===== src/core/gtw_pkg.sv =====
// package: register map, field positions, reset values and types for the timer block
package gtw_pkg;
  // register byte offsets
  localparam logic [11:0] GTW_OFS_TIMER_CFG = 12'h08c;
  localparam logic [11:0] GTW_OFS_TIMER_CNT = 12'h090;
  localparam logic [11:0] GTW_OFS_PWR_CTRL = 12'h084;
  localparam logic [11:0] GTW_OFS_HARDWARE_CONFIG_REG = 12'h074;
  localparam logic [11:0] GTW_OFS_IRQ_STS = 12'h058;
  localparam logic [11:0] GTW_OFS_IRQ_MASK = 12'h05c;
  // field positions
  localparam int GTW_BIT_TIMER_EN = 29;
  localparam int GTW_BIT_WAKE_EN = 1;
  localparam int GTW_BIT_READY = 0;
  localparam int GTW_BIT_HW_READY = 27;
  localparam int GTW_BIT_IRQ_READY = 0;
  localparam int GTW_BIT_IRQ_TIMER = 1;
  localparam int GTW_BIT_IRQ_WAKE = 2;
  localparam int GTW_IRQ_W = 3;
  // reset values
  localparam logic [15:0] GTW_PRELOAD_RST = 16'hffff;
  localparam logic [15:0] GTW_COUNT_RST = 16'hffff;
  // settle time before ready, in ns, and its cycle count at 200 MHz
  localparam int GTW_SETTLE_NS = 1000;
  localparam int GTW_CLK_PERIOD_NS = 5;
  localparam int GTW_SETTLE_CYC = (GTW_SETTLE_NS + GTW_CLK_PERIOD_NS - 1) / GTW_CLK_PERIOD_NS;

  // register bus request
  typedef struct packed {
    logic [11:0] addr;
    logic [31:0] wdata;
    logic wr;
    logic rd;
  } gtw_bus_req_t;

  // ready sequencer states, gray ordered
  typedef enum logic [1:0] {
    GTW_ST_RESET = 2'b00,
    GTW_ST_SETTLE = 2'b01,
    GTW_ST_READY = 2'b11
  } gtw_ready_st_t;
endpackage


===== src/core/gtw_down_counter.sv =====
// down counter with reload and period pulse
`timescale 1ns/1ps
module gtw_down_counter
  import gtw_pkg::*;
#(
  parameter int W = 16
) (
  input wire logic clk_sys,
  input wire logic rstn,
  input wire logic run,
  input wire logic [W-1:0] preload,
  output logic [W-1:0] count_r,
  output logic wrap_r
);
  logic runDly_r;

  // ---------------------------------------------------------------
  // counting
  // ---------------------------------------------------------------
  always_ff @(posedge clk_sys) begin
    if (!rstn) begin
      count_r <= W'(GTW_COUNT_RST);
      runDly_r <= 1'b0;
      wrap_r <= 1'b0;
    end else begin
      runDly_r <= run;
      wrap_r <= 1'b0;
      if (run && !runDly_r) begin
        count_r <= preload;
      end else if (run) begin
        if (count_r == '0) begin
          count_r <= preload;
          wrap_r <= 1'b1;
        end else begin
          count_r <= count_r - W'(1);
        end
      end
    end
  end
endmodule


===== src/core/gtw_ready_seq.sv =====
// ready sequencer: holds ready low until internal logic has settled
`timescale 1ns/1ps
module gtw_ready_seq
  import gtw_pkg::*;
#(
  parameter int SETTLE_CYC = GTW_SETTLE_CYC
) (
  input wire logic clk_sys,
  input wire logic rstn,
  output logic ready_r
);
  gtw_ready_st_t state_r;
  logic [15:0] waitCnt_r;

  // ---------------------------------------------------------------
  // settle sequence
  // ---------------------------------------------------------------
  always_ff @(posedge clk_sys) begin
    if (!rstn) begin
      state_r <= GTW_ST_RESET;
      waitCnt_r <= 16'h0000;
      ready_r <= 1'b0;
    end else begin
      case (state_r)
        GTW_ST_RESET: begin
          state_r <= GTW_ST_SETTLE;
          waitCnt_r <= 16'h0000;
        end
        GTW_ST_SETTLE: begin
          waitCnt_r <= waitCnt_r + 16'h0001;
          if (waitCnt_r == 16'(SETTLE_CYC - 1)) begin
            state_r <= GTW_ST_READY;
            ready_r <= 1'b1;
          end
        end
        GTW_ST_READY: begin
          ready_r <= 1'b1;
        end
        default: begin
          state_r <= GTW_ST_RESET;
        end
      endcase
    end
  end
endmodule


===== src/core/gtw_timer_ready_wake.sv =====
// top: general timer, ready flag, wake pin enable and interrupt registers
`timescale 1ns/1ps
module gtw_timer_ready_wake
  import gtw_pkg::*;
#(
  parameter int CNT_W = 16,
  parameter int SETTLE_CYC = GTW_SETTLE_CYC
) (
  input wire logic clk_sys,
  input wire logic rstn,
  input wire logic [11:0] regAddr,
  input wire logic [31:0] regWdata,
  input wire logic regWr,
  input wire logic regRd,
  output logic [31:0] regRdata,
  input wire logic wakeEvent,
  output logic wakePinOut,
  output logic wakePinOeN,
  output logic irqOut
);
  gtw_bus_req_t req;
  logic ready;
  logic timerEn_r;
  logic [CNT_W-1:0] preload_r;
  logic [CNT_W-1:0] count;
  logic wrap;
  logic wakeEn_r;
  logic wakeLatch_r;
  logic readyDly_r;
  logic [GTW_IRQ_W-1:0] irqSts_r;
  logic [GTW_IRQ_W-1:0] irqMask_r;
  logic [GTW_IRQ_W-1:0] irqEvt;
  logic [GTW_IRQ_W-1:0] irqClr;
  logic [31:0] rdMux;
  logic [31:0] regRdata_r;
  logic irq_r;
  logic pinOut_r;
  logic pinOeN_r;
  logic wrOk;

  // ---------------------------------------------------------------
  // bus request bundle
  // ---------------------------------------------------------------
  assign req = '{addr: regAddr, wdata: regWdata, wr: regWr, rd: regRd};
  // writes before ready are dropped; the host must not issue them anyway
  assign wrOk = req.wr && ready;

  // ---------------------------------------------------------------
  // submodules
  // ---------------------------------------------------------------
  gtw_ready_seq #(
    .SETTLE_CYC(SETTLE_CYC)
  ) uReady (
    .clk_sys(clk_sys),
    .rstn(rstn),
    .ready_r(ready)
  );

  gtw_down_counter #(
    .W(CNT_W)
  ) uCnt (
    .clk_sys(clk_sys),
    .rstn(rstn),
    .run(timerEn_r),
    .preload(preload_r),
    .count_r(count),
    .wrap_r(wrap)
  );

  // ---------------------------------------------------------------
  // timer configuration register
  // ---------------------------------------------------------------
  always_ff @(posedge clk_sys) begin
    if (!rstn) begin
      timerEn_r <= 1'b0;
      preload_r <= CNT_W'(GTW_PRELOAD_RST);
    end else if (wrOk && req.addr == GTW_OFS_TIMER_CFG) begin
      timerEn_r <= req.wdata[GTW_BIT_TIMER_EN];
      if (timerEn_r && !req.wdata[GTW_BIT_TIMER_EN]) begin
        preload_r <= CNT_W'(GTW_PRELOAD_RST);
      end else begin
        preload_r <= req.wdata[CNT_W-1:0];
      end
    end
  end

  // ---------------------------------------------------------------
  // power management control: wake pin enable
  // ---------------------------------------------------------------
  always_ff @(posedge clk_sys) begin
    if (!rstn) begin
      wakeEn_r <= 1'b0;
    end else if (wrOk && req.addr == GTW_OFS_PWR_CTRL) begin
      wakeEn_r <= req.wdata[GTW_BIT_WAKE_EN];
    end
  end

  // ---------------------------------------------------------------
  // wake pin: latched event, cleared with the status bit, open-drain low
  // ---------------------------------------------------------------
  always_ff @(posedge clk_sys) begin
    if (!rstn) begin
      wakeLatch_r <= 1'b0;
      pinOut_r <= 1'b0;
      pinOeN_r <= 1'b1;
    end else begin
      if (wakeEvent) begin
        wakeLatch_r <= 1'b1;
      end else if (irqClr[GTW_BIT_IRQ_WAKE]) begin
        wakeLatch_r <= 1'b0;
      end
      pinOut_r <= 1'b0; // active low
      pinOeN_r <= !(wakeEn_r && (wakeLatch_r || wakeEvent));
    end
  end

  // ---------------------------------------------------------------
  // interrupt status and mask
  // ---------------------------------------------------------------
  always_ff @(posedge clk_sys) begin
    if (!rstn) begin
      readyDly_r <= 1'b0;
    end else begin
      readyDly_r <= ready;
    end
  end

  assign irqEvt[GTW_BIT_IRQ_READY] = ready && !readyDly_r;
  assign irqEvt[GTW_BIT_IRQ_TIMER] = wrap;
  assign irqEvt[GTW_BIT_IRQ_WAKE] = wakeEvent;
  assign irqClr = (wrOk && req.addr == GTW_OFS_IRQ_STS) ? req.wdata[GTW_IRQ_W-1:0] : '0;

  // per-bit sticky status, set wins over clear
  for (genvar i = 0; i < GTW_IRQ_W; i++) begin : gSts
    always_ff @(posedge clk_sys) begin
      if (!rstn) begin
        irqSts_r[i] <= 1'b0;
      end else if (irqEvt[i]) begin
        irqSts_r[i] <= 1'b1;
      end else if (irqClr[i]) begin
        irqSts_r[i] <= 1'b0;
      end
    end
  end

  always_ff @(posedge clk_sys) begin
    if (!rstn) begin
      irqMask_r <= '0;
    end else if (wrOk && req.addr == GTW_OFS_IRQ_MASK) begin
      irqMask_r <= req.wdata[GTW_IRQ_W-1:0];
    end
  end

  // interrupt output registered
  always_ff @(posedge clk_sys) begin
    if (!rstn) begin
      irq_r <= 1'b0;
    end else begin
      irq_r <= |(irqSts_r & irqMask_r);
    end
  end

  // ---------------------------------------------------------------
  // read mux
  // ---------------------------------------------------------------
  always_comb begin
    rdMux = 32'h0000_0000;
    case (req.addr)
      GTW_OFS_TIMER_CFG: begin
        rdMux[GTW_BIT_TIMER_EN] = timerEn_r;
        rdMux[CNT_W-1:0] = preload_r;
      end
      GTW_OFS_TIMER_CNT: begin
        rdMux[CNT_W-1:0] = count;
      end
      GTW_OFS_PWR_CTRL: begin
        rdMux[GTW_BIT_WAKE_EN] = wakeEn_r;
        rdMux[GTW_BIT_READY] = ready;
      end
      GTW_OFS_HARDWARE_CONFIG_REG: begin
        rdMux[GTW_BIT_HW_READY] = ready;
      end
      GTW_OFS_IRQ_STS: begin
        rdMux[GTW_IRQ_W-1:0] = irqSts_r;
      end
      GTW_OFS_IRQ_MASK: begin
        rdMux[GTW_IRQ_W-1:0] = irqMask_r;
      end
      default: begin
        rdMux = 32'h0000_0000;
      end
    endcase
  end

  always_ff @(posedge clk_sys) begin
    if (!rstn) begin
      regRdata_r <= 32'h0000_0000;
    end else if (req.rd) begin
      regRdata_r <= rdMux;
    end else begin
      regRdata_r <= 32'h0000_0000;
    end
  end

  assign regRdata = regRdata_r;
  assign irqOut = irq_r;
  assign wakePinOut = pinOut_r;
  assign wakePinOeN = pinOeN_r;
endmodule

===== config.mk =====
export PLATFORM = sky130hd
export DESIGN_NAME = gtw_timer_ready_wake
export DESIGN_NICKNAME = d
export VERILOG_FILES = /design/src/core/gtw_pkg.sv /design/src/core/gtw_down_counter.sv /design/src/core/gtw_ready_seq.sv /design/src/core/gtw_timer_ready_wake.sv
export SDC_FILE = /design/constraint.sdc
export NUM_CORES = 1
export LEC_CHECK = 0
export BUFFER_PORTS_ARGS = -buffer_cell sky130_fd_sc_hd__buf_2
export CORE_MARGIN = 5
export CORE_UTILIZATION = 30
export DETAILED_ROUTE_END_ITERATION = 7
export GPL_TIMING_DRIVEN = 0
export SYNTH_ARGS = -nofsm -noshare
export SYNTH_HDL_FRONTEND = slang
export SYNTH_SLANG_ARGS = --single-unit

===== constraint.sdc =====
create_clock -name clk_sys -period 3 [get_ports clk_sys]
set_input_delay 0.6 -clock clk_sys [delete_from_list [all_inputs] [get_ports clk_sys]]
set_output_delay 0.6 -clock clk_sys [all_outputs]
set_load 0.01 [all_outputs]

==> results.md <==
| Metric | Value |
|:---|:---|
| I/O Pins | 84 |
| Internal | 1.81 mW |
| Maximum cell stage delay along the critical path | 0.53 ns |
| Maximum resistive drop on vdd | 0.264 mV |
| Leakage power of the design | 1.92 nW |
| Proportion of layout cells with a drive suffix above 1 | 20.2% |
| # hold bufs at CTS | 0 |
| Final-report setup violation count | 0 |
| Final TNS setup | 0 ns |
| GRT Total Usage | 14.3% |
| Placer Congestion | 0.871 |
| Post-layout power | 2.31 mW |
| Max cap viols | 0 |
| Antenna-violating nets left | 0 |
| Data arrival, critical path | 2.96 ns |
| Via count of the first global-routing pass | 3654 |
| Violation count after the first detailed-route iteration | 321 |
| Leading register cell type out of synthesis | dfxtp_1 |
| Portion of total power attributed to the clock network | 47.3% |
| Worst Tran Pin Value | 0.867 ns |
| Antenna violations before repair | 0 |
| Adder-Cell Fraction of Synth Area | 0.922% |
| Share of the synthesized area in the top cell type | 40.3% |
| Largest area contributor in the netlist | dfxtp_1 |
| Flop and latch count out of synthesis | 82 |
| Required time of the critical path | 3.23 ns |
| Result of the run | completed |
| Number of CTS-inserted buffers | 9 |
| # nets final | 613 |
| Residual DRC count | 0 |
| Xor and xnor area share after synthesis | 0% |
| Sequential group share of total power | 47.7% |
| Post-CTS clock slew at the launch and capture registers of the worst setup and hold paths | 0.06 ns |
| Maximum fanout along the worst path | 10 |
| Initial DRT Pass Iterations | 4 |
| Power density relative to cell area | 473 mW/mm^2 |
| Total vias in the final route | 3858 |
| Std-Cell Rows | 42 |
| Max-slew headroom | 41.6% |
| Async SR Flop Fraction | 0% |
| Global route total overflow | 0 |
| Clock root buffer | clkbuf_16 |
| Buffering stage count on the worst path with inverters included | 2 |
| Netlist area before placement | 0.00407 sq mm |
| Type of element launching the critical path | flip-flop |
| Critical setup path kind | flip-flop to flip-flop |
| Die span in y | 126 microns |
| Number of diodes | 0 |
| Detail-routed net length per standard cell | 15.6 microns |
| Maximum clock insertion buffer count | 2 |
| Post-synthesis compound-gate area fraction | 19.0% |
| Simple-Gate Fraction of Synth Area | 24.7% |
| Ranking of synthesized cells by instance count | 82 x dfxtp_1, 68 x nor2_1, 33 x nor3_1 |
| Critical-path cell with the highest stage delay | nor4_1 |
| Worst reg2reg startpoint | uCnt.count_r[5] |
| Synthesized netlist cell count | 484 |
| Sink Count | 82 |
| Fraction of the cycle the final worst path needs | 91.0% |
| Total routed wirelength | 11500 microns |
| Post-DP HPWL | 8490 microns |
| Unrepaired setup endpoints after global routing | no |
| Worst setup EP type | flip-flop |
| Fmax | 0.366 GHz |
| Critical hold path startpoint | wakeEn_r |
| Number of input and output port buffers inserted | 52 |
| Number of post-CTS setup repair buffers | 0 |
| Final worst path period need | 2.73 ns |
| Number of enable-type register cells in the synthesized netlist | 0 |
| Worst-Skew Late Latency | 0.34 ns |
| Number of H-tree branching levels | 3 |
| Area delta synth->final | 20.1% |
| Switching share of total power | 22.0% |
| First-pass GRT wire length | 18700 microns |
| Average cell area after synthesis | 8.41 sq um |
| Min-delay worst type | flip-flop to flip-flop |
| Number of cells upsized or downsized after cts | 0 |
| Final Hold Violating Endpoints | 0 |
| Family of cells with the greatest summed delay on the critical path | compound AO/OA/AOI/OAI gates |
| Most repeated cell in the gate-level netlist after synthesis | dfxtp_1 |
| Vias per cell | 5.21 |
| Comb pwr share | 5.1% |
| Area of the die | 0.0160 sq mm |
| Worst clock skew | 0.00409 ns |
| Count of warnings emitted by yosys | 0 |
| Fill cells | 1399 |
| CTS tree | done |
| Multi-input gate area | 0.00212 sq mm |
| Share of the yosys chip area belonging to registers | 40.3% |
| Biggest area contributors in the synthesized netlist | dfxtp_1 40%, nor2_1 6.3%, nor3_1 4.1% |
| Horizontal die dimension | 126 microns |
| Power spent charging and discharging nets | 0.508 mW |
| Initial standard-cell utilization of the core | 30.6% |
| Largest family of logic cells by synthesized area | simple AND/OR/NAND/NOR gates |
| Number of different library cells in the post-synthesis netlist | 61 |
| Count of pins over their slew limit | 0 |
| Cell breakdown of the critical path | clkbuf_1, nor4_1, nand4b_1, o21ai_0, buf_2, o21ai_0, a221o_1 |
| Crit-path most repeated cell | o21ai_0 |
| Crit path launch | uCnt.count_r[5] |
| Maximum number of pins on one net before global-route repair | 13 |
| Flip-flop and latch area | 0.00164 sq mm |
| Placeable Area | 0.0133 sq mm |
| Share of cell area taken by muxes after synthesis | 6.06% |
worst paths after layout:
| kind | endpoint | slack, ns | cells past startpoint |
|---|---|---|---|
| min | wakePinOeN | 0.45 | 1 |
| min reg2reg | wakePinOeN | 0.45 | 1 |
| max | uCnt.count_r[6] | 0.27 | 7 |
| max reg2reg | uCnt.count_r[6] | 0.27 | 7 |
flip-flops by register name, summed over array words and instances, names as in the netlist, 2 cells and up:
register,cells
regRdata,18
preload_r,16
uCnt.count_r,16
uReady.waitCnt_r,16
irqMask_r,3
irqSts_r,3
uReady.state_r,2
routing by layer:
metal	share of wire, %	track usage, %
met4	1.7	5.62
met1	46	18.9
met3	5.0	2.69
met2	47	23.2
met5	0	0
kinds of logic (layout without fill, tap and decap cells):
kind of cell	after synthesis	in the layout
other	1	15
AOI/OAI and AO/OA	116	116
muxes	23	23
and+or+nand+nor	191	191
adders and majority gates	3	3
buffers and inverters	68	135
DFF	82	82
power groups by stage:
stage	sequential, mW	clock [mW]	combinational (mW)
after floorplan	1.12	0	0.0729
after global placement	1.13	0	0.115
after detailed placement	1.13	0	0.117
after CTS	1.10	1.10	0.117
after global routing	1.10	1.16	0.130
final	1.10	1.09	0.117
layout by cell type, fill, tap and decap left out, drive strengths merged, types with 3 or more instances in the layout:
cell | netlist | final
o21a | 4 | 4
a222oi | 4 | 4
buf | 24 | 76
nor4 | 13 | 13
o21ai | 28 | 28
nand3 | 13 | 13
or2 | 4 | 4
clkbuf | 22 | 34
ha | 3 | 3
or3 | 8 | 8
inv | 19 | 19
nor2 | 68 | 68
mux2 | 13 | 13
or4 | 3 | 3
and4 | 5 | 5
nand2 | 21 | 21
a21oi | 28 | 28
nand4 | 5 | 5
conb | 1 | 15
nand4b | 3 | 3
nor3 | 33 | 33
clkinv | 2 | 4
a211o | 3 | 3
and3 | 3 | 3
mux2i | 10 | 10
a22oi | 21 | 21
dfxtp | 82 | 82
a32oi | 6 | 6
area by class of cell:
class / count / area share (%)
clock buffer: 12 / 5.04
timing repair buffer: 52 / 5.32
tap: 176 / 4.50
buffer: 47 / 5.78
multi-input combinational: 348 / 43.3
inverter: 21 / 1.61
sequential: 82 / 33.6
clock inverter: 3 / 0.819
stage by stage:
step                utilization [%]  hold WS [ns]  cells  worst slack [ns]  cell area [sq um]
floorplan                         -         0.407    498             0.604               4120
finish                         36.8         0.445    741             0.269               4890
global placement               34.6         0.468    726             0.265               4600
detailed placement             34.6         0.439    726             0.232               4600
global route                   36.8         0.466    741             0.163               4890
CTS                            36.8         0.452    741             0.314               4890
Power figures use the tool's default switching activity.
